--- src/logic/ptab_consts.vh ---
`ifndef PTAB_CONSTS_VH
`define PTAB_CONSTS_VH

// register offsets on the internal i/o bus
`define PTAB_OFS_TA_ENABLE      8'ha0
`define PTAB_OFS_TA_CONST_PRE   8'ha3
`define PTAB_OFS_TA_SRC_PRIO    8'ha4
`define PTAB_OFS_TA_CONST_BAUD0 8'ha9
`define PTAB_OFS_TA_CONST_BAUD1 8'hab
`define PTAB_OFS_TA_CONST_BAUD2 8'had
`define PTAB_OFS_TA_CONST_BAUD3 8'haf
`define PTAB_OFS_TB_EN_STATUS   8'hb0
`define PTAB_OFS_TB_SRC_PRIO    8'hb1
`define PTAB_OFS_M1_UPPER       8'hb2
`define PTAB_OFS_M1_LOW         8'hb3
`define PTAB_OFS_M2_UPPER       8'hb4
`define PTAB_OFS_M2_LOW         8'hb5
`define PTAB_OFS_CNT_UPPER      8'hbe
`define PTAB_OFS_CNT_LOW        8'hbf

// field positions
`define PTAB_BIT_CLK_EN         0
`define PTAB_BIT_MATCH1         1
`define PTAB_BIT_MATCH2         2
`define PTAB_BIT_BAUD_SRC_LO    4
`define PTAB_BIT_UPPER_LSB      6

// timer b counter source codes (bits 3:2)
`define PTAB_TB_SRC_PRESCALE    2'h0
`define PTAB_TB_SRC_DIV2        2'h1

// reset values
`define PTAB_RST_CTRL           8'h00
`define PTAB_RST_SUBTIMER       8'hff
`define PTAB_RST_MATCH          10'h3ff

// pclk/2 divided by eight for the slow timer b source
`define PTAB_SLOW_DIV_LAST      3'h7

`endif

--- src/logic/ptab_subtimer.v ---
`default_nettype none

module ptab_subtimer (
    // clock and reset
    input  wire       sys_clk,
    input  wire       rst_b,
    // reload write
    input  wire       wr_reload,
    input  wire [7:0] wdata,
    // count input and output pulse
    input  wire       tick_in,
    output reg        pulse_out
);
`include "ptab_consts.vh"

    reg [7:0] reload_r;
    reg [7:0] count_r;

    // write-only reload, taken on the next reload only
    always @(posedge sys_clk) begin
        if (!rst_b) begin
            reload_r <= `PTAB_RST_SUBTIMER;
        end else if (wr_reload) begin
            reload_r <= wdata;
        end
    end

    // arbitrary start: counter is not cleared to zero
    always @(posedge sys_clk) begin
        if (!rst_b) begin
            count_r   <= `PTAB_RST_SUBTIMER;
            pulse_out <= 1'b0;
        end else begin
            pulse_out <= 1'b0;
            if (tick_in) begin
                if (count_r == 8'h00) begin
                    count_r   <= reload_r;
                    pulse_out <= 1'b1;
                end else begin
                    count_r <= count_r - 8'h01;
                end
            end
        end
    end

endmodule

`default_nettype wire

--- src/logic/ptab_match_chan.v ---
`default_nettype none

module ptab_match_chan (
    // clock and reset
    input  wire       sys_clk,
    input  wire       rst_b,
    // register writes
    input  wire       wr_upper,
    input  wire       wr_low,
    input  wire [7:0] wdata,
    // counter
    input  wire       cnt_tick,
    input  wire [9:0] cnt_nxt,
    // match event
    output reg        match_pulse,
    output wire       valid
);
`include "ptab_consts.vh"

    reg [1:0] hold_hi_r;
    reg [7:0] hold_lo_r;
    reg       hold_full_r;
    reg [9:0] match_r;
    reg       valid_r;

    wire hit      = valid_r && (cnt_nxt == match_r);
    wire valid_kp = valid_r && !hit;
    wire load     = cnt_tick && !valid_kp && hold_full_r;

    assign valid = valid_r;

    always @(posedge sys_clk) begin
        if (!rst_b) begin
            hold_hi_r   <= 2'h0;
            hold_lo_r   <= 8'h00;
            hold_full_r <= 1'b0;
            match_r     <= `PTAB_RST_MATCH;
            valid_r     <= 1'b0;
            match_pulse <= 1'b0;
        end else begin
            match_pulse <= cnt_tick && hit;
            if (wr_upper) begin
                hold_hi_r <= wdata[7:6];
            end
            if (wr_low) begin
                hold_lo_r <= wdata;
            end
            // a low-byte write in the transfer cycle stays pending
            hold_full_r <= wr_low || (hold_full_r && !load);
            if (cnt_tick) begin
                if (load) begin
                    match_r <= {hold_hi_r, hold_lo_r};
                    valid_r <= 1'b1;
                end else begin
                    valid_r <= valid_kp;
                end
            end
        end
    end

endmodule

`default_nettype wire

--- src/logic/ptab_timers.v ---
// Function
// - upper four timer a control bits pick baud subtimer clock: pclk/2 or prescaler.
// - low two timer a control bits: 00 interrupt off, else priority 1-3.
// - each subtimer has a write-only 8-bit reload register, values 0 to 255.
// - after reset timer a clock enable is clear, all subtimers stopped.
// - reload may change while running; takes effect at next reload.
// - subtimer counters are not cleared, first pulse may come any time.
// - timer b main clock is pclk/2, gated by its enable bit 0.
// - timer b counter uses pclk/2, pclk/16 or prescaler; code 00 prescaler.
// - timer b priority bits: 00 interrupt off, else priority equals value.
// - timer b has a free-running 10-bit counter and two match registers.
// - counter becoming equal to a match value gives a one-clock pulse.
// - match starts invalid; written value loads on next timer b tick, valid.
// - while valid writes wait; a match invalidates and loads the held value.
// - status bits 2 and 1 flag matches, cleared on read, written as enables.
// - bits 7:6 of upper match register hold match bits 9:8.
// - subtimer divides by reload plus one, pulsing when it reloads.
// - timer a enable bit 0 gates pclk/2 into all subtimers.
`default_nettype none

module ptab_timers (
    // clock and reset
    input  wire       sys_clk,
    input  wire       rst_b,
    // internal i/o bus
    input  wire [7:0] io_addr,
    input  wire       io_wr,
    input  wire       io_rd,
    input  wire [7:0] io_wdata,
    output reg  [7:0] io_rdata,
    // timer a outputs
    output wire       prescale_pulse,
    output wire [3:0] baud_pulse,
    output wire [1:0] timer_a_irq_priority,
    // timer b outputs
    output wire [1:0] match_pulse,
    output wire       timer_b_irq_req,
    output wire [1:0] timer_b_irq_priority
);
`include "ptab_consts.vh"

    // address match for write and read strobes
    function hit_wr;
        input [7:0] ofs;
        begin
            hit_wr = io_wr && (io_addr == ofs);
        end
    endfunction

    function hit_rd;
        input [7:0] ofs;
        begin
            hit_rd = io_rd && (io_addr == ofs);
        end
    endfunction

    // ---------------------------------------------------------------
    // control registers
    reg       ta_en_r;
    reg [7:0] ta_ctrl_r;
    reg       tb_en_r;
    reg [1:0] tb_ien_r;
    reg [1:0] tb_status_r;
    reg [3:0] tb_ctrl_r;

    always @(posedge sys_clk) begin
        if (!rst_b) begin
            ta_en_r   <= 1'b0;
            ta_ctrl_r <= `PTAB_RST_CTRL;
            tb_en_r   <= 1'b0;
            tb_ien_r  <= 2'h0;
            tb_ctrl_r <= 4'h0;
        end else begin
            if (hit_wr(`PTAB_OFS_TA_ENABLE)) begin
                ta_en_r <= io_wdata[`PTAB_BIT_CLK_EN];
            end
            if (hit_wr(`PTAB_OFS_TA_SRC_PRIO)) begin
                ta_ctrl_r <= io_wdata;
            end
            if (hit_wr(`PTAB_OFS_TB_EN_STATUS)) begin
                tb_en_r  <= io_wdata[`PTAB_BIT_CLK_EN];
                tb_ien_r <= io_wdata[`PTAB_BIT_MATCH2:`PTAB_BIT_MATCH1];
            end
            if (hit_wr(`PTAB_OFS_TB_SRC_PRIO)) begin
                tb_ctrl_r <= io_wdata[3:0];
            end
        end
    end

    assign timer_a_irq_priority = ta_ctrl_r[1:0];
    assign timer_b_irq_priority = tb_ctrl_r[1:0];

    // ---------------------------------------------------------------
    // pclk/2 base tick, one sys_clk in two
    reg half_r;

    always @(posedge sys_clk) begin
        if (!rst_b) begin
            half_r <= 1'b0;
        end else begin
            half_r <= ~half_r;
        end
    end

    wire tick_a = half_r && ta_en_r;
    wire tick_b = half_r && tb_en_r;

    // ---------------------------------------------------------------
    // timer a: prescaler plus four baud subtimers
    wire [7:0] const_ofs [0:3];
    assign const_ofs[0] = `PTAB_OFS_TA_CONST_BAUD0;
    assign const_ofs[1] = `PTAB_OFS_TA_CONST_BAUD1;
    assign const_ofs[2] = `PTAB_OFS_TA_CONST_BAUD2;
    assign const_ofs[3] = `PTAB_OFS_TA_CONST_BAUD3;

    ptab_subtimer u_prescale (
        .sys_clk   (sys_clk),
        .rst_b     (rst_b),
        .wr_reload (hit_wr(`PTAB_OFS_TA_CONST_PRE)),
        .wdata     (io_wdata),
        .tick_in   (tick_a),
        .pulse_out (prescale_pulse)
    );

    genvar gi;
    generate
        for (gi = 0; gi < 4; gi = gi + 1) begin : g_baud
            // source bit 1 takes the prescaler, 0 takes gated pclk/2
            wire sel_pre = ta_ctrl_r[`PTAB_BIT_BAUD_SRC_LO + gi];
            wire tick_in = sel_pre ? prescale_pulse : tick_a;

            ptab_subtimer u_baud (
                .sys_clk   (sys_clk),
                .rst_b     (rst_b),
                .wr_reload (hit_wr(const_ofs[gi])),
                .wdata     (io_wdata),
                .tick_in   (tick_in),
                .pulse_out (baud_pulse[gi])
            );
        end
    endgenerate

    // ---------------------------------------------------------------
    // timer b: count source selection
    reg [2:0] slow_div_r;
    reg       slow_tick;

    always @(posedge sys_clk) begin
        if (!rst_b) begin
            slow_div_r <= 3'h0;
        end else if (tick_b) begin
            slow_div_r <= slow_div_r + 3'h1;
        end
    end

    always @* begin
        slow_tick = tick_b && (slow_div_r == `PTAB_SLOW_DIV_LAST);
    end

    reg cnt_tick;

    // prescaler is already gated by the timer a enable
    always @* begin
        case (tb_ctrl_r[3:2])
            `PTAB_TB_SRC_PRESCALE: cnt_tick = tb_en_r && prescale_pulse;
            `PTAB_TB_SRC_DIV2:     cnt_tick = tick_b;
            default:               cnt_tick = slow_tick;
        endcase
    end

    // ---------------------------------------------------------------
    // free-running 10-bit counter
    reg  [9:0] count_r;
    wire [9:0] count_nxt = count_r + 10'h001;

    always @(posedge sys_clk) begin
        if (!rst_b) begin
            count_r <= 10'h000;
        end else if (cnt_tick) begin
            count_r <= count_nxt;
        end
    end

    // ---------------------------------------------------------------
    // two match channels
    ptab_match_chan u_match1 (
        .sys_clk     (sys_clk),
        .rst_b       (rst_b),
        .wr_upper    (hit_wr(`PTAB_OFS_M1_UPPER)),
        .wr_low      (hit_wr(`PTAB_OFS_M1_LOW)),
        .wdata       (io_wdata),
        .cnt_tick    (cnt_tick),
        .cnt_nxt     (count_nxt),
        .match_pulse (match_pulse[0]),
        .valid       ()
    );

    ptab_match_chan u_match2 (
        .sys_clk     (sys_clk),
        .rst_b       (rst_b),
        .wr_upper    (hit_wr(`PTAB_OFS_M2_UPPER)),
        .wr_low      (hit_wr(`PTAB_OFS_M2_LOW)),
        .wdata       (io_wdata),
        .cnt_tick    (cnt_tick),
        .cnt_nxt     (count_nxt),
        .match_pulse (match_pulse[1]),
        .valid       ()
    );

    // ---------------------------------------------------------------
    // match status: read clears, a match in the same cycle wins
    wire rd_status = hit_rd(`PTAB_OFS_TB_EN_STATUS);

    always @(posedge sys_clk) begin
        if (!rst_b) begin
            tb_status_r <= 2'h0;
        end else begin
            tb_status_r <= match_pulse | (tb_status_r & {2{~rd_status}});
        end
    end

    assign timer_b_irq_req = (|(tb_status_r & tb_ien_r)) && (tb_ctrl_r[1:0] != 2'h0);

    // ---------------------------------------------------------------
    // read data, registered; write-only and unmapped read as zero
    always @(posedge sys_clk) begin
        if (!rst_b) begin
            io_rdata <= 8'h00;
        end else if (io_rd) begin
            case (io_addr)
                `PTAB_OFS_TB_EN_STATUS: io_rdata <= {5'h00, tb_status_r, tb_en_r};
                `PTAB_OFS_CNT_UPPER:    io_rdata <= {count_r[9:8], 6'h00};
                `PTAB_OFS_CNT_LOW:      io_rdata <= count_r[7:0];
                default:                io_rdata <= 8'h00;
            endcase
        end
    end

endmodule

`default_nettype wire

--- config.mk ---
export PLATFORM = sky130hd
export DESIGN_NAME = ptab_timers
export DESIGN_NICKNAME = d
export VERILOG_FILES = /design/src/logic/ptab_subtimer.v /design/src/logic/ptab_match_chan.v /design/src/logic/ptab_timers.v
export VERILOG_INCLUDE_DIRS = /design/src /design/src/logic
export SDC_FILE = /design/constraint.sdc
export NUM_CORES = 1
export LEC_CHECK = 0
export ABC_CLOCK_PERIOD_IN_PS = 4500
export BUFFER_PORTS_ARGS = -buffer_cell sky130_fd_sc_hd__buf_4
export CAP_MARGIN = 25
export CORE_ASPECT_RATIO = 0.7
export CORE_MARGIN = 1.5
export CORE_UTILIZATION = 59
export DETAILED_ROUTE_END_ITERATION = 7
export PLACE_DENSITY_LB_ADDON = 0.08
export SYNTH_ARGS = -nofsm -noshare
export SYNTH_HDL_FRONTEND = slang
export SYNTH_SLANG_ARGS = --single-unit
--- constraint.sdc ---
create_clock -name sys_clk -period 4.5 [get_ports sys_clk]
set_input_delay 1.35 -clock sys_clk [delete_from_list [all_inputs] [get_ports sys_clk]]
set_output_delay 1.35 -clock sys_clk [all_outputs]
set_load 0.01 [all_outputs]
# Yosys cells after proc, flatten, opt, wreduce, memory -nomap -nowiden
# Cells that the tools add are included.
[word_totals]
regBits = 171
inputBits = 20
out_inout_bits = 20
wordCells = 140
[classes]
mux = 18
n_eq_ne = 19
addsub = 7
n_reduce_logical = 54
n_bitwise = 5
[op_table]
columns = ["op", "n"]
rows = [
  ["$eq A8 B8 Y1 const B", 15],
  ["$logic_not A8 Y1", 5],
  ["$mux W8", 5],
  ["$sub A8 B1 Y8 const B", 5],
  ["$logic_and A1 B1 Y1", 31],
  ["$pmux W8 S3", 1],
  ["$eq A10 B10 Y1", 2],
  ["$reduce_and A2 Y1", 7],
  ["$mux W1", 11],
  ["$add A10 B1 Y10 const B", 1],
  ["$logic_not A1 Y1", 6],
  ["$and A2 B2 Y2", 2],
  ["$add A3 B1 Y3 const B", 1],
  ["$eq A3 B3 Y1 const B", 1],
  ["$eq A2 B1 Y1 const B", 1],
  ["$logic_not A2 Y1", 1],
  ["$logic_or A1 B1 Y1", 2],
  ["$not A1 Y1", 2],
  ["$or A2 B2 Y2", 1],
  ["$pmux W1 S2", 1],
  ["$reduce_bool A2 Y1", 1],
  ["$reduce_or A2 Y1", 1],
]

# Depth between registers and ports, before layout
[logic_depth]
depth_word = 11
depth_mapped = 10

# Modules after synthesis
# From an unflattened synthesis, not the netlist that was laid out.
[hier_totals]
cells_unflattened = 883
hier_area_um2 = 8032.7
[modules_own_cells]
columns = ["module", "area_each_um2", "cells_each", "instances"]
rows = [
  ["ptab_subtimer at g_baud[1].u_baud ...", 788.3, 86, 4],
  ["ptab_match_chan", 1006.0, 105, 2],
  ["ptab_timers", 2008.2, 230, 1],
  ["ptab_subtimer at g_baud[0].u_baud", 859.6, 99, 1],
]

# Worst setup path after synthesis
# Ideal clock, no wire load.
[synth_path]
path_kind = "in2reg"
start = "input io_addr[0]"
end = "register g_baud[0].u_baud.reload_r[1]"
cell_stages = 7
arrival_ns = 2.875
path_slack_ns = 1.495
t_required_ns = 4.371
path_cell_list = "clkbuf_1 nor2b_1 clkbuf_1 nand3_1 nor2_1 mux2i_1 nand2_1"
[synth_between]
elab_chain_cells = 2
[synth_lines]
columns = ["element", "line", "rtl"]
rows = [
  ["from (decl)", "ptab_timers.v:26", "input wire [7:0] io_addr,"],
  ["$eq A8 B8 Y1", "ptab_timers.v:46", "hit_wr = io_wr && (io_addr == ofs);"],
  ["$logic_and A1 B1 Y1", "ptab_timers.v:46", ""],
  ["to (signal assigned)", "ptab_subtimer.v:22", "reload_r <= `PTAB_RST_SUBTIMER;"],
  ["to (signal assigned)", "ptab_subtimer.v:24", "reload_r <= wdata;"],
  ["to (decl)", "ptab_subtimer.v:16", "reg [7:0] reload_r;"],
]
# No other way between the ends.
# A chain may end at the register's enable or synchronous reset.

# Worst setup path after layout
[layout_path]
start = "register count_r[0]"
end = "register u_match2.match_r[6]"
[layout_between]
elab_chain_cells = 9
[layout_lines]
columns = ["element", "line", "rtl"]
rows = [
  ["from (decl)", "ptab_timers.v:173", "reg [9:0] count_r;"],
  ["from (signal assigned)", "ptab_timers.v:180", "count_r <= count_nxt;"],
  ["$add A10 B1 Y10", "ptab_timers.v:174", "wire [9:0] count_nxt = count_r + 10'h001;"],
  ["$eq A10 B10 Y1", "ptab_match_chan.v:26", "wire hit = valid_r && (cnt_nxt == match_r);"],
  ["$logic_and A1 B1 Y1", "ptab_match_chan.v:26", ""],
  ["$logic_not A1 Y1", "ptab_match_chan.v:27", "wire valid_kp = valid_r && !hit;"],
  ["$logic_and A1 B1 Y1", "ptab_match_chan.v:27", ""],
  ["$logic_not A1 Y1", "ptab_match_chan.v:28", "wire load = cnt_tick && !valid_kp && hold_full_r;"],
  ["$logic_and A1 B1 Y1 (2 in series)", "ptab_match_chan.v:28", ""],
  ["$reduce_and A2 Y1 (no line)", "-", ""],
  ["to (signal assigned)", "ptab_match_chan.v:37", "match_r <= `PTAB_RST_MATCH;"],
  ["to (signal assigned)", "ptab_match_chan.v:52", "match_r <= {hold_hi_r, hold_lo_r};"],
  ["to (decl)", "ptab_match_chan.v:23", "reg [9:0] match_r;"],
]
# No other way between the ends.

==> results.yml <==
route:
  wirelength_um: 18800
  vias: 6600
  drc: 0
  drtPass1Iterations: 5
  ant_nets: 0
  drt-initial-drc-count: 454
  wl_per_cell_um: 16.6
  vias_per_cell: 5.85
timing:
  finalHoldViolations: 0
  worst_slew_pin_slew_ns: 1.01
  slew_violations: 0
  layout_setup_ws_ns: 1.05
  min_period_ns: 3.45
  hold_slack_ns: 0.467
  rsz0062_at_grt: "no"
  post-route-period-util_pct: 76.7
  setup_tns_ns: 0
  fmax_mhz: 290
  fin_worst_skew_ns: 0.00818
  max_slew_margin_pct: 32.0
  setup_violations: 0
floorplanning:
  start_util_pct: 60.8
  ios: 40
  rows: 35
  die_area_um2: 14400
  die_height_um: 101
  core-area_um2: 13300
  chipWidth_um: 143
finish:
  multi_input_area_um2: 4270
  fin_nets: 964
  antennaDiodeCount: 0
  drive_gt1_share_pct: 8.79
  ff_latch_area_um2: 3380
  synthToLayoutAreaGrowth_pct: 11.1
  fill_cells: 1074
worst_setup_path:
  r2r_start: "count_r[0]"
  critPathCaptureType: "flip-flop"
  cp_max_fo: 10
  slowest_delay_ns: 0.59
  arrival_ns: 3.79
  crit_family: "simple AND/OR/NAND/NOR gates"
  r2r_slack_ns: 1.05
  timing.rr.end: "u_match2.match_r[6]"
  crit_required_ns: 4.84
  rr_worst_depth: 8
  startpoint_type: "flip-flop"
  cp_num_buf_inv: 0
  slowest_stage: "or4b_4"
  crit_chain: "ha_1 -> nand3_1 -> xnor2_1 -> nor4_1 -> nand4_1 -> or4b_4 -> a21oi_2 -> mux2i_1"
  crit_type: "reg -> reg"
logic_synthesis:
  ys_warn_count: 0
  netlist-cell-type-count: 60
  syn_avg_cell_area_um2: 8.60
  synthesis.area_um2: 8070
  syn_inst: 938
  synth_nets: 971
  async_flop_share_pct: 0
  ys.flop_type: "dfxtp_1"
  synth_edf_count: 0
  seq_area_frac_synth_pct: 41.9
  ys_seq_elements: 169
clock_network:
  cts_tree: "built"
  cts_buffers: 17
  post-cts-setup-buffer-count: 0
  clock_latency_ns: 0.42
  clkSinkCount: 169
  post_cts_resize_count: 0
  cts_root_buf: "clkbuf_16"
  clock_path_buffers: 2
  cts_max_level: 4
  cts_hold_buf: 0
  path_clk_slew_ns: 0.07
global_route:
  grt_pass1_wl_um: 30200
  antenna_found_initial: 0
  grt_overflow: 0
  grt_use_total_pct: 27.0
  grt_pass1_vias: 6025
  grt_max_degree: 122
place:
  dpl_worst_slack_ns: 1.06
  routabilityCongestion: 0.876
  io_buffers: 39
  place_hpwl_um: 12800
pwr:
  ir_drop_mv: 0.291
  leakage_nw: 3.49
  power_density_nw_per_um2: 352
hold_path:
  hp-start: "u_match2.hold_lo_r[0]"
  hp-class: "reg -> reg"
  whs_path_depth: 2
  hold_end: "u_match2.hold_lo_r[0]"
outcome:
  status: "finished clean"
flow_run:
  maxCapViolations: 0
-- cells in the final DEF, fill, tap and decap left out, types with 5 or more instances in the layout --
master	n
inv_1	25
a31oi_1	10
nor2b_1	45
xnor3_1	5
nand2b_1	12
nor4_1	7
nand3_1	57
xor2_1	9
o21a_1	5
o41ai_1	5
clkbuf_16	17
a21oi_1	32
xnor2_1	17
dfxtp_1	169
a22oi_1	6
mux2i_1	67
ha_1	13
o211ai_1	18
nor2_1	37
and3_1	9
o21ai_0	33
buf_4	40
o22ai_1	15
or3_1	8
a21boi_0	26
nand2_1	152
and2_1	15
nor3_1	18
nor3b_1	6
-- final cells by class --
| class | instances | share of cell area (%) |
|---|---|---|
| clock inverters | 13 | 2.14 |
| well taps | 185 | 2.58 |
| multi-input cells | 675 | 47.6 |
| inverters | 26 | 1.09 |
| repair buffers | 42 | 3.88 |
| flip-flops and latches | 169 | 37.7 |
| clock buffers | 19 | 4.94 |
-- logic make-up (layout without fill, tap and decap cells) --
| family | Yosys count | count (layout) | synth area share [%] |
|---|---|---|---|
| AO/OA/AOI/OAI | 171 | 171 | 13.8 |
| XOR/XNOR | 32 | 32 | 4.56 |
| adder cells (fa/ha/maj) | 13 | 13 | 2.02 |
| buffers and inverters | 94 | 100 | 5.18 |
| flip-flops | 169 | 169 | 41.9 |
| multiplexers | 69 | 69 | 8.59 |
| AND/OR/NAND/NOR | 390 | 390 | 23.9 |
-- state kept, by name, summed over array words and instances (netlist names), 2 cells and up --
register                 count
u_prescale.reload_r          8
u_match2.hold_lo_r           8
u_match1.hold_lo_r           8
u_match1.match_r            10
g_baud.u_baud.count_r       32
tb_status_r                  2
u_match2.match_r            10
g_baud.u_baud.reload_r      32
slow_div_r                   3
ta_ctrl_r                    6
io_rdata                     8
u_match1.hold_hi_r           2
g_baud.u_baud.pulse_out      4
count_r                     10
tb_ctrl_r                    4
tb_ien_r                     2
u_match2.hold_hi_r           2
u_prescale.count_r           8
-- worst max-delay path by stage --
stage / to / slack (ns) / depth (start not counted) / start
3_5_place_dp: tb_en_r / 1.06 / 7 / io_addr[6]
2_1_floorplan: g_baud[0].u_baud.reload_r[1] / 1.50 / 7 / io_addr[0]
5_1_grt: u_match2.match_r[0] / 0.83 / 8 / count_r[0]
3_3_place_gp: tb_en_r / 1.03 / 7 / io_addr[6]
6_report: u_match2.match_r[6] / 1.05 / 8 / count_r[0]
4_1_cts: u_match2.match_r[6] / 1.08 / 8 / count_r[0]
-- stage by stage --
stage          total power [mW]  utilization (%)  std cells  instance area, um2
3_3_place_gp               1.62             62.5       1095                8290
3_5_place_dp               1.62             62.6       1096                8300
6_report                   3.15             67.6       1129                8960
5_1_grt                    3.25             67.6       1129                8960
4_1_cts                    3.17             67.3       1128                8940
2_1_floorplan              1.59                -        938                8070
-- worst register-to-register path, delay by kind of cell, from the launching register on --
kind,cells,cell delay (ns)
and+or+nand+nor,4,1.26
AOI/OAI and AO/OA,1,0.59
DFF,1,0.58
adders and majority gates,1,0.43
muxes,1,0.29
xor gates and xnor gates,1,0.23
-- layer usage --
metal,share of wire (%),vias to the layer above,track usage (%)
met4,1.3,0,6.74
met5,0,-,0
met1,48,3131,38.7
met3,6.8,31,6.70
met2,44,207,40.6
li1,-,3231,-
-- Yosys cell counts, types with 2 or more instances --
library cell | instances | share of area, %
buf_2 | 4 | 0.25
o22a_1 | 4 | 0.43
o21ai_0 | 33 | 2.0
a211oi_1 | 2 | 0.19
nand4b_1 | 2 | 0.22
and2_1 | 15 | 1.2
a22oi_1 | 6 | 0.56
nor3_1 | 18 | 1.1
nand2_1 | 152 | 7.1
mux2_2 | 2 | 0.28
nand3b_1 | 4 | 0.37
nor2_1 | 37 | 1.7
or3_1 | 8 | 0.62
o211ai_1 | 18 | 1.7
o211a_1 | 3 | 0.37
or4_1 | 4 | 0.37
nand3_1 | 57 | 3.5
nor3b_1 | 6 | 0.56
nor4_1 | 7 | 0.54
mux2i_1 | 67 | 8.3
buf_6 | 2 | 0.28
ha_1 | 13 | 2.0
and4_1 | 3 | 0.33
clkbuf_1 | 50 | 2.3
xnor2_1 | 17 | 1.8
o21a_1 | 5 | 0.47
xor2_1 | 9 | 0.98
o21ai_1 | 2 | 0.12
buf_4 | 12 | 1.1
a21oi_1 | 32 | 2.0
a31oi_1 | 10 | 0.78
nand4_1 | 3 | 0.23
nand2b_1 | 12 | 0.93
o22ai_1 | 15 | 1.2
nor2b_1 | 45 | 3.5
o41ai_1 | 5 | 0.54
o31ai_1 | 2 | 0.19
dfxtp_1 | 169 | 42
and3_1 | 9 | 0.70
xnor3_1 | 5 | 1.4
inv_1 | 25 | 1.2
a21boi_0 | 26 | 2.4
-- where the power goes --
| group | internal [mW] | switching, mW |
|---|---|---|
| combinational | 0.0336 | 0.0563 |
| sequential | 1.50 | 0.00261 |
| clock | 0.951 | 0.610 |
Power figures use the tool's default switching activity.
